### config.mk
export PLATFORM = sky130hd
export DESIGN_NAME = tsmtc_slave_ctrl
export DESIGN_NICKNAME = d
export VERILOG_FILES = /design/src/pkg/tsmtc_pkg.sv /design/src/pkg/tsmtc_ext_if.sv /design/src/rtl/tsmtc_edge_det.sv /design/src/rtl/tsmtc_ext_cond.sv /design/src/rtl/tsmtc_slave_ctrl.sv
export SDC_FILE = /design/constraint.sdc
export NUM_CORES = 1
export LEC_CHECK = 0
export BUFFER_PORTS_ARGS = -buffer_cell sky130_fd_sc_hd__buf_2
export CORE_MARGIN = 2
export CORE_UTILIZATION = 53
export DETAILED_ROUTE_END_ITERATION = 7
export PLACE_DENSITY = 0.84
export SETUP_SLACK_MARGIN = 0.2
export SKIP_CTS_REPAIR_TIMING = 1
export SLEW_MARGIN = 10
export SYNTH_ARGS = -nofsm -noshare
export SYNTH_HDL_FRONTEND = slang
export SYNTH_SLANG_ARGS = --single-unit
### constraint.sdc
create_clock -name clk_sys -period 4.6 [get_ports clk_sys]
set_input_delay 0.69 -clock clk_sys [delete_from_list [all_inputs] [get_ports clk_sys]]
set_output_delay 0.69 -clock clk_sys [all_outputs]
set_load 0.05 [all_outputs]
### src/pkg/tsmtc_pkg.sv
// constants and types of the slave-mode trigger block
// assumes a 16-bit control register on a 32-bit wishbone slave
package tsmtc_pkg;

    ////////////////////////////////////////////////////////////////////////////
    // bus map
    localparam int unsigned WB_AW       = 8;
    localparam logic [7:0]  SMC_OFFSET  = 8'h08;
    localparam logic [7:0]  STAT_OFFSET = 8'h20;
    localparam logic [15:0] SMC_RESET   = 16'h0000;
    localparam logic [15:0] SMC_WMASK   = 16'hfff7; // bit 3 reserved, reads zero

    ////////////////////////////////////////////////////////////////////////////
    // control field positions
    localparam int MODE_LSB = 0;
    localparam int SRC_LSB  = 4;
    localparam int SYNC_BIT = 7;
    localparam int FILT_LSB = 8;
    localparam int PSC_LSB  = 12;
    localparam int ECM2_BIT = 14;
    localparam int POL_BIT  = 15;

    // status field positions
    localparam int ST_TRIG_BIT = 0;
    localparam int ST_FILT_BIT = 1;
    localparam int ST_PSC_BIT  = 2;
    localparam int ST_DOWN_BIT = 3;
    localparam int ST_GATE_BIT = 4;

    ////////////////////////////////////////////////////////////////////////////
    // slave modes and trigger sources, in code order
    typedef enum logic [2:0] {
        SM_OFF, SM_ENC1, SM_ENC2, SM_ENC3, SM_RESET, SM_GATED, SM_TRIG, SM_EXT1
    } tsmtc_mode_t;

    typedef enum logic [2:0] {
        TS_INT0, TS_INT1, TS_INT2, TS_INT3,
        TS_CH1_EDGE, TS_CH1_FILT, TS_CH2_FILT, TS_EXT_FILT
    } tsmtc_src_t;

    // filter: log2 of sampling divider, agreeing sample count
    typedef struct packed {
        logic [2:0] divLog2;
        logic [3:0] count;
    } tsmtc_filt_t;

    function automatic tsmtc_filt_t tsmtc_filt_params(input logic [3:0] code);
        tsmtc_filt_t p;
        p = '{3'h0, 4'h1};
        unique case (code)
            4'h0: p = '{3'h0, 4'h1}; // no filter, every clock
            4'h1: p = '{3'h0, 4'h2};
            4'h2: p = '{3'h0, 4'h4};
            4'h3: p = '{3'h0, 4'h8};
            4'h4: p = '{3'h1, 4'h6};
            4'h5: p = '{3'h1, 4'h8};
            4'h6: p = '{3'h2, 4'h6};
            4'h7: p = '{3'h2, 4'h8};
            4'h8: p = '{3'h3, 4'h6};
            4'h9: p = '{3'h3, 4'h8};
            4'ha: p = '{3'h3, 4'h5};
            4'hb: p = '{3'h4, 4'h5};
            4'hc: p = '{3'h4, 4'h8};
            4'hd: p = '{3'h5, 4'h5};
            4'he: p = '{3'h5, 4'h6};
            4'hf: p = '{3'h5, 4'h8};
        endcase
        return p;
    endfunction : tsmtc_filt_params

endpackage : tsmtc_pkg

### src/pkg/tsmtc_ext_if.sv
// carrier between the controller and the trigger conditioner: settings out, prescaled and filtered levels back
// assumes both ends sit on clk_sys
`timescale 1ns/1ps

interface tsmtc_ext_if;
    logic       polarity;
    logic [1:0] prescaleCfg;
    logic [3:0] filterCfg;
    logic       prescaled;
    logic       filtered;

    modport ctrl (output polarity, prescaleCfg, filterCfg, input prescaled, filtered);
    modport cond (input polarity, prescaleCfg, filterCfg, output prescaled, filtered);
endinterface : tsmtc_ext_if

### src/rtl/tsmtc_edge_det.sv
// rise and fall detector for synchronous levels
// assumes the inputs already belong to clk_sys
`timescale 1ns/1ps

module tsmtc_edge_det #(
    parameter int W = 1
) (
    input  wire logic         clk_sys,
    input  wire logic         rst_n,
    input  wire logic [W-1:0] level,
    output logic      [W-1:0] rise,
    output logic      [W-1:0] fall
);
    logic [W-1:0] prev_q;
    logic [W-1:0] prev_d;

    ////////////////////////////////////////////////////////////////////////////
    // edges come from the previous registered sample
    always_comb
    begin
        prev_d = level;
        rise   = level & ~prev_q; // [RQ20]
        fall   = ~level & prev_q;
    end

    always_ff @(posedge clk_sys or negedge rst_n)
    begin
        if (!rst_n)
            prev_q <= '0;
        else
            prev_q <= prev_d;
    end
endmodule : tsmtc_edge_det

### src/rtl/tsmtc_ext_cond.sv
// external trigger path: synchroniser, polarity, prescaler, digital filter
// assumes an asynchronous pin, under clk_sys/4 after division
`timescale 1ns/1ps

module tsmtc_ext_cond (
    input  wire logic   clk_sys,
    input  wire logic   rst_n,
    input  wire logic   externalTriggerPin,
    tsmtc_ext_if.cond   ext
);
    import tsmtc_pkg::*;

    logic       sync1_q, sync2_q;
    logic       polPrev_q, polPrev_d;
    logic [2:0] pscCnt_q, pscCnt_d;
    logic [4:0] divCnt_q, divCnt_d;
    logic [3:0] agree_q, agree_d;
    logic       filt_q, filt_d;
    logic       polLevel;
    logic       pscLevel;
    logic [4:0] divMask;
    logic       sampleEn;
    tsmtc_filt_t fp;

    ////////////////////////////////////////////////////////////////////////////
    // two-flop synchroniser, first stage feeds only the second
    always_ff @(posedge clk_sys or negedge rst_n)
    begin
        if (!rst_n)
        begin
            sync1_q <= 1'b0;
            sync2_q <= 1'b0;
        end
        else
        begin
            sync1_q <= externalTriggerPin; // [RQ20]
            sync2_q <= sync1_q;
        end
    end

    ////////////////////////////////////////////////////////////////////////////
    // polarity, edge-count prescaler, then sample-and-agree filter
    always_comb
    begin
        fp        = tsmtc_filt_params(ext.filterCfg); // [RQ12]
        polLevel  = sync2_q ^ ext.polarity; // [RQ19]
        polPrev_d = polLevel;
        pscCnt_d  = pscCnt_q;
        if (polLevel && !polPrev_q)
            pscCnt_d = pscCnt_q + 3'h1;
        // bit k of the edge count runs at f/2^(k+1)
        unique case (ext.prescaleCfg)
            2'h0: pscLevel = polLevel; // [RQ14]
            2'h1: pscLevel = pscCnt_q[0];
            2'h2: pscLevel = pscCnt_q[1];
            2'h3: pscLevel = pscCnt_q[2];
        endcase
        divMask  = ~(5'h1f << fp.divLog2);
        sampleEn = (divCnt_q & divMask) == divMask;
        divCnt_d = divCnt_q + 5'h1;
        agree_d  = agree_q;
        filt_d   = filt_q;
        if (sampleEn)
        begin
            if (pscLevel != filt_q)
            begin
                // flip only after n disagreeing samples
                if (agree_q + 4'h1 >= fp.count) // [RQ13]
                begin
                    filt_d  = pscLevel;
                    agree_d = 4'h0;
                end
                else
                    agree_d = agree_q + 4'h1;
            end
            else
                agree_d = 4'h0;
        end
    end

    always_ff @(posedge clk_sys or negedge rst_n)
    begin
        if (!rst_n)
        begin
            polPrev_q <= 1'b0;
            pscCnt_q  <= 3'h0;
            divCnt_q  <= 5'h0;
            agree_q   <= 4'h0;
            filt_q    <= 1'b0;
        end
        else
        begin
            polPrev_q <= polPrev_d;
            pscCnt_q  <= pscCnt_d;
            divCnt_q  <= divCnt_d;
            agree_q   <= agree_d;
            filt_q    <= filt_d;
        end
    end

    assign ext.prescaled = pscLevel;
    assign ext.filtered  = filt_q;
endmodule : tsmtc_ext_cond

### src/rtl/tsmtc_slave_ctrl.sv
// slave-mode controller: wishbone register, trigger source mux, count engine
// assumes an outside counter core acts on the count pulses
//
// Register access over Wishbone and the register addresses were decided locally.
`timescale 1ns/1ps

// Summary of operation
// RQ1 - mode 000: no slave control; run bit lets internal clock count
// RQ2 - encoder 1: count on channel 2 edges, channel 1 level sets direction
// RQ3 - encoder 2: count on channel 1 edges, channel 2 level sets direction
// RQ4 - encoder 3: count on both channel edges, other level sets direction
// RQ5 - reset mode: trigger rising edge reinitialises counter and requests update
// RQ6 - gated mode: count while trigger high, pause while low, never reset
// RQ7 - trigger mode: trigger rising edge starts the counter
// RQ8 - external clock 1: each trigger rising edge is one count
// RQ9 - software changes trigger source only while mode is 000
// RQ10 - source field picks internal triggers, channel signals or filtered pin
// RQ11 - bit 7 turns master/slave synchronisation on
// RQ12 - filter field picks divider and count pairs, zero means unfiltered
// RQ13 - filter samples at clock over divider, flips after n agreeing samples
// RQ14 - prescaler passes, or divides the pin by 2, 4 or 8
// RQ15 - software keeps prescaled pin below a quarter of the clock
// RQ16 - external clock 2 counts on filtered pin edges
// RQ17 - with clock mode 2 plus slave mode, source must not be the pin
// RQ18 - both clock modes on: filtered pin is the count clock
// RQ19 - polarity bit inverts the pin before prescaler and filter
// RQ20 - pin synchronised, trigger edges found from registered samples
module tsmtc_slave_ctrl (
    input  wire logic                         clk_sys,
    input  wire logic                         rst_n,
    input  wire logic                         wb_cyc_i,
    input  wire logic                         wb_stb_i,
    input  wire logic                         wb_we_i,
    input  wire logic [tsmtc_pkg::WB_AW-1:0]  wb_adr_i,
    input  wire logic [3:0]                   wb_sel_i,
    input  wire logic [31:0]                  wb_dat_i,
    output logic      [31:0]                  wb_dat_o,
    output logic                              wb_ack_o,
    input  wire logic [3:0]                   internalTrigger,
    input  wire logic                         ch1FilteredInput,
    input  wire logic                         ch2FilteredInput,
    input  wire logic                         ch1EdgeDetect,
    input  wire logic                         externalTriggerPin,
    input  wire logic                         counterRunBit,
    output logic                              cntTick,
    output logic                              cntDown,
    output logic                              cntReinit,
    output logic                              updateGen,
    output logic                              cntStart,
    output logic                              syncEnable,
    output logic                              triggerInput
);
    import tsmtc_pkg::*;

    logic [15:0]  smc_q, smc_d;
    logic         ack_q, ack_d;
    logic [31:0]  dat_q, dat_d;
    logic         tick_q, tick_d;
    logic         down_q, down_d;
    logic         reinit_q, reinit_d;
    logic         upd_q, upd_d;
    logic         start_q, start_d;
    logic         gate_q, gate_d;
    logic         trig_q, trig_d;
    logic         busReq;
    logic         trigLevel;
    logic         trigRise;
    logic         extRise;
    logic [1:0]   chRise, chFall, chEdge;
    logic         countEdge;
    logic         baseTick;
    tsmtc_mode_t  mode;
    tsmtc_src_t   src;
    logic         ecm2;
    logic [15:0]  status;
    logic [15:0]  wrMask;
    tsmtc_ext_if  extBus ();

    ////////////////////////////////////////////////////////////////////////////
    // field views of the control register
    assign mode = tsmtc_mode_t'(smc_q[MODE_LSB +: 3]);
    assign src  = tsmtc_src_t'(smc_q[SRC_LSB +: 3]);
    assign ecm2 = smc_q[ECM2_BIT];
    assign extBus.polarity    = smc_q[POL_BIT]; // [RQ19]
    assign extBus.prescaleCfg = smc_q[PSC_LSB +: 2];
    assign extBus.filterCfg   = smc_q[FILT_LSB +: 4];

    tsmtc_ext_cond u_ext (
        .clk_sys            (clk_sys),
        .rst_n              (rst_n),
        .externalTriggerPin (externalTriggerPin),
        .ext                (extBus)
    );

    ////////////////////////////////////////////////////////////////////////////
    // trigger source mux; a live change can fake an edge, hence mode 000 only
    always_comb
    begin
        unique case (src)
            TS_INT0:     trigLevel = internalTrigger[0]; // [RQ10]
            TS_INT1:     trigLevel = internalTrigger[1];
            TS_INT2:     trigLevel = internalTrigger[2];
            TS_INT3:     trigLevel = internalTrigger[3];
            TS_CH1_EDGE: trigLevel = ch1EdgeDetect;
            TS_CH1_FILT: trigLevel = ch1FilteredInput;
            TS_CH2_FILT: trigLevel = ch2FilteredInput;
            TS_EXT_FILT: trigLevel = extBus.filtered;
        endcase
    end

    // edges of the trigger, both channels and the filtered pin
    tsmtc_edge_det #(.W(1)) u_trig_edge (
        .clk_sys (clk_sys),
        .rst_n   (rst_n),
        .level   (trigLevel),
        .rise    (trigRise),
        .fall    ()
    );

    tsmtc_edge_det #(.W(2)) u_ch_edge (
        .clk_sys (clk_sys),
        .rst_n   (rst_n),
        .level   ({ch2FilteredInput, ch1FilteredInput}),
        .rise    (chRise),
        .fall    (chFall)
    );

    tsmtc_edge_det #(.W(1)) u_ext_edge (
        .clk_sys (clk_sys),
        .rst_n   (rst_n),
        .level   (extBus.filtered),
        .rise    (extRise),
        .fall    ()
    );

    assign chEdge = chRise | chFall;

    ////////////////////////////////////////////////////////////////////////////
    // count engine: one pulse per count, direction held between counts
    always_comb
    begin
        tick_d   = 1'b0;
        down_d   = down_q;
        reinit_d = 1'b0;
        upd_d    = 1'b0;
        start_d  = 1'b0;
        gate_d   = 1'b0;
        trig_d   = trigLevel;
        // clock mode 2 counts filtered pin edges
        baseTick  = ecm2 ? extRise : 1'b1; // [RQ16]
        countEdge = ecm2 ? extRise : trigRise; // [RQ18]
        unique case (mode)
            SM_OFF:
                tick_d = counterRunBit & baseTick; // [RQ1]
            SM_ENC1:
            begin
                tick_d = counterRunBit & chEdge[1]; // [RQ2]
                if (chEdge[1])
                    down_d = ch2FilteredInput != ch1FilteredInput;
            end
            SM_ENC2:
            begin
                tick_d = counterRunBit & chEdge[0]; // [RQ3]
                if (chEdge[0])
                    down_d = ch1FilteredInput == ch2FilteredInput;
            end
            SM_ENC3:
            begin
                // simultaneous edges are not quadrature; channel 1 wins
                tick_d = counterRunBit & (chEdge[0] | chEdge[1]); // [RQ4]
                if (chEdge[0])
                    down_d = ch1FilteredInput == ch2FilteredInput;
                else if (chEdge[1])
                    down_d = ch2FilteredInput != ch1FilteredInput;
            end
            SM_RESET:
            begin
                tick_d   = counterRunBit & baseTick & ~trigRise;
                reinit_d = trigRise; // [RQ5]
                upd_d    = trigRise;
            end
            SM_GATED:
            begin
                gate_d = trigLevel; // [RQ6]
                tick_d = counterRunBit & baseTick & trigLevel;
            end
            SM_TRIG:
            begin
                start_d = trigRise; // [RQ7]
                tick_d  = counterRunBit & baseTick;
            end
            SM_EXT1:
                tick_d = counterRunBit & countEdge; // [RQ8]
        endcase
    end

    always_ff @(posedge clk_sys or negedge rst_n)
    begin
        if (!rst_n)
        begin
            tick_q   <= 1'b0;
            down_q   <= 1'b0;
            reinit_q <= 1'b0;
            upd_q    <= 1'b0;
            start_q  <= 1'b0;
            gate_q   <= 1'b0;
            trig_q   <= 1'b0;
        end
        else
        begin
            tick_q   <= tick_d;
            down_q   <= down_d;
            reinit_q <= reinit_d;
            upd_q    <= upd_d;
            start_q  <= start_d;
            gate_q   <= gate_d;
            trig_q   <= trig_d;
        end
    end

    ////////////////////////////////////////////////////////////////////////////
    // wishbone slave: ack a cycle after strobe, write lands a cycle after ack, as ack drops
    assign busReq = wb_cyc_i & wb_stb_i;
    assign wrMask = {{8{wb_sel_i[1]}}, {8{wb_sel_i[0]}}} & SMC_WMASK;

    always_comb
    begin
        status = 16'h0000;
        status[ST_TRIG_BIT] = trig_q;
        status[ST_FILT_BIT] = extBus.filtered;
        status[ST_PSC_BIT]  = extBus.prescaled;
        status[ST_DOWN_BIT] = down_q;
        status[ST_GATE_BIT] = gate_q;
        smc_d = smc_q;
        ack_d = busReq & ~ack_q;
        dat_d = 32'h0000_0000; // unmapped addresses read zero
        if (busReq && !ack_q && !wb_we_i)
        begin
            if (wb_adr_i[7:2] == SMC_OFFSET[7:2])
                dat_d = {16'h0000, smc_q};
            else if (wb_adr_i[7:2] == STAT_OFFSET[7:2])
                dat_d = {16'h0000, status};
        end
        if (busReq && ack_q && wb_we_i && wb_adr_i[7:2] == SMC_OFFSET[7:2])
            smc_d = (smc_q & ~wrMask) | (wb_dat_i[15:0] & wrMask);
    end

    always_ff @(posedge clk_sys or negedge rst_n)
    begin
        if (!rst_n)
        begin
            smc_q <= SMC_RESET;
            ack_q <= 1'b0;
            dat_q <= 32'h0000_0000;
        end
        else
        begin
            smc_q <= smc_d;
            ack_q <= ack_d;
            dat_q <= dat_d;
        end
    end

    ////////////////////////////////////////////////////////////////////////////
    // outputs, each straight from a flop
    assign wb_ack_o     = ack_q;
    assign wb_dat_o     = dat_q;
    assign cntTick      = tick_q;
    assign cntDown      = down_q;
    assign cntReinit    = reinit_q;
    assign updateGen    = upd_q;
    assign cntStart     = start_q;
    assign syncEnable   = smc_q[SYNC_BIT]; // [RQ11]
    assign triggerInput = trig_q;
endmodule : tsmtc_slave_ctrl
==> results.md <==
- Die X-Extent: 76.3 um
- Global routing usage on met1: 0.237
- Post-Syn Instances: 235
- RSZ-0062 raised after global routing: false
- Critical path type: reg2reg
- Crit share post-route: 0.559
- Slew @ Worst Pin: 827 ps
- Yosys reg bits: 57
- CTS tree: done
- Final setup viols: 0
- GR peak layer: met2
- DRT Wirelength: 5060 um
- Dpl ws: 1890 ps
- Vias per inst: 5.09
- Clk slew on worst S/H paths: 60 ps
- Worst stage delay on the critical path: 450 ps
- Mapped Avg Cell Area: 11.8 sq um
- Global Route met2 Usage: 0.308
- Slew margin rel.: 0.448
- H-Tree Depth: 3
- Crit-path max FO: 7
- Layout Skew: 5.93 ps
- Max Cap Viol: 0
- Fillers: 420
- Clock latency on the worst-skew pair: 330 ps
- GR Layer Usage met3: 0.0521
- Tmin final: 2570 ps
- Area Overhead vs Synth: 18.5%
- Vias in the first global route: 1852
- Clock power share: 0.421
- Crit path cell chain: inv_1 -> ha_1 -> mux2_2 -> a21oi_1 -> inv_1 -> ha_1 -> nor2_1 -> or3_1 -> nor2_1 -> mux2_2
- FF-to-FF path depth: 10
- Count of cell types in the netlist: 44
- Wirelength per Cell: 13.5 um
- Outcome: completed
- DRT iter0 DRCs: 141
- Share of layout cells above drive strength 1: 0.344
- Top FF cell, synth: dfrtp_1
- Initial antenna violation count: 0
- Core box area: 0.00507 sq mm
- Switching share of power: 0.243
- Post-route setup TNS: 0 ps
- Worst hold endpoint: u_ext.sync2_q$_DFF_PN0_
- Crit. End Element: flop
- P_sw: 0.276 mW
- Clock Sink Count: 57
- Hold Path Class: reg2reg
- Largest net degree at the start of global routing: 58
- Io pins: 98
- RePlAce Congestion: 0.777
- Capturing point of the worst reg2reg path: u_ext.ext.filtered$_DFFE_PN0P_
- Post-synth EDFFs: 0
- Asr flop ratio synth: 1.00
- P_int: 0.859 mW
- WHS Path Cells: 0
- Synth Warn #: 0
- Crit-path slowest cell: dfrtp_1
- Max-slew violation count: 0
- Final hold viol count: 0
- Internal reg-to-reg setup slack: 2030 ps
- Peak supply drop: 0.281 mV
- Core Rows: 26
- Hold_sp: u_ext.sync1_q$_DFF_PN0_
- Root Buffer: clkbuf_8
- DRC Markers: 0
- Gate power share: 0.101
- Post-layout nets: 371
- Vias: 1908
- Starting density of the core: 0.546
- Antenna-violating nets left: 0
- Sequential share of power: 0.478
- WP data required: 4810 ps
- CP arrival: 2780 ps
- GRT Residual Overflow: 0
- Startpoint types: flop
- Clock buffer count from CTS: 9
- N_diodes: 0
- Fin worst setup slack: 2030 ps
- Max Fclk: 389 MHz
- Drt pass-1 iters: 4
- Post-DP HPWL: 3630 um
- Die Y: 76.3 um
- GRT Resource Usage Total: 0.191
- Count of input and output buffers: 60
- Seq/Total Area, Yosys: 0.514
- PD cells: 345 mW/mm^2
- Die ar.: 0.00583 sq mm
- Post-Syn Area: 0.00277 sq mm
- Most frequent cells in the layout: buf_2, dfrtp_1, mux2_2
- LEAKAGE: 1.67 nW
- Most common cell after layout, fill and taps aside: buf_2
- Clock buffer depth: 2
- First-pass GRT wire length: 8620 um
==> layer usage <==
metal / wire length, um / part of all wire
met2: 2480 / 0.49
met3: 277 / 0.055
met1: 2210 / 0.44
met4: 91 / 0.018
met5: 0 / 0
==> synth_stat cells, drive strengths merged, types with 2 or more instances <==
cell / number / area (sq um)
ha: 13 / 163
inv: 8 / 30.0
dfrtp: 57 / 1430
a211oi: 2 / 15.0
nand3: 4 / 20.0
mux4: 4 / 90.1
nor3b: 4 / 41.3
a22oi: 4 / 30.0
xnor2: 4 / 35.0
o21ai: 9 / 45.0
nor2b: 7 / 43.8
buf: 17 / 128
mux2: 19 / 214
xor2: 6 / 52.6
nor2: 12 / 45.0
nand2: 17 / 73.8
clkbuf: 5 / 18.8
a21oi: 6 / 30.0
or3: 3 / 18.8
and2: 11 / 68.8
nand2b: 3 / 18.8
==> cells by family after synthesis <==
family / count (synthesis) / synth area share
mux: 24 / 0.113
flops: 57 / 0.514
buf+inv: 30 / 0.0636
compound gates: 28 / 0.0654
fa+ha+maj: 13 / 0.0587
simple gates: 72 / 0.152
xor+xnor: 10 / 0.0316
other cells: 1 / 0.00135
==> cell type report <==
type                       instances  area (sq um)  area share
timing repair buffer              61           308      0.0937
clock inverter                     2          35.0      0.0107
multi-input combinational        163          1230       0.373
inverter                           8          30.0     0.00914
tap                               70          87.6      0.0267
clock buffer                      14           173      0.0526
sequential                        57          1430       0.434
==> worst max-delay path: cells and delay by family (launching register included) <==
| family | cells | cell delay (ps) |
|---|---|---|
| buf+inv | 2 | 180 |
| compound gates | 1 | 140 |
| mux | 2 | 620 |
| simple gates | 3 | 520 |
| fa+ha+maj | 2 | 550 |
| flops | 1 | 450 |
==> through the flow <==
stage | instance area [sq um] | cells | utilization | total power [mW] | hold WS (ps)
4_1_cts | 3290 | 375 | 0.647 | 1.15 | 364
6_report | 3290 | 375 | 0.647 | 1.14 | 359
5_1_grt | 3290 | 375 | 0.647 | 1.19 | 377
3_3_place_gp | 3080 | 359 | 0.607 | 0.660 | 331
3_5_place_dp | 3080 | 359 | 0.607 | 0.666 | 353
2_1_floorplan | 2830 | 250 | - | 0.635 | 331
==> worst max path at each step <==
stage | startpoint | end | slack (ps)
3_5_place_dp | wb_adr_i[2] | wb_dat_o[13]$_DFF_PN0_ | 1890
4_1_cts | flop | u_ext.ext.filtered$_DFFE_PN0P_ | 2010
6_report | flop | u_ext.ext.filtered$_DFFE_PN0P_ | 2030
3_3_place_gp | wb_adr_i[2] | wb_dat_o[10]$_DFF_PN0_ | 1970
2_1_floorplan | flop | u_ext.ext.filtered$_DFFE_PN0P_ | 2210
5_1_grt | flop | u_ext.ext.filtered$_DFFE_PN0P_ | 1880
==> power groups by stage <==
stage	logic, mW	registers (mW)	clock network (mW)
2_1_floorplan	0.0814	0.553	0
3_3_place_gp	0.111	0.550	0
3_5_place_dp	0.115	0.551	0
4_1_cts	0.116	0.542	0.489
5_1_grt	0.127	0.545	0.514
6_report	0.114	0.542	0.478
No activity file was read; power rests on OpenSTA's default activity.
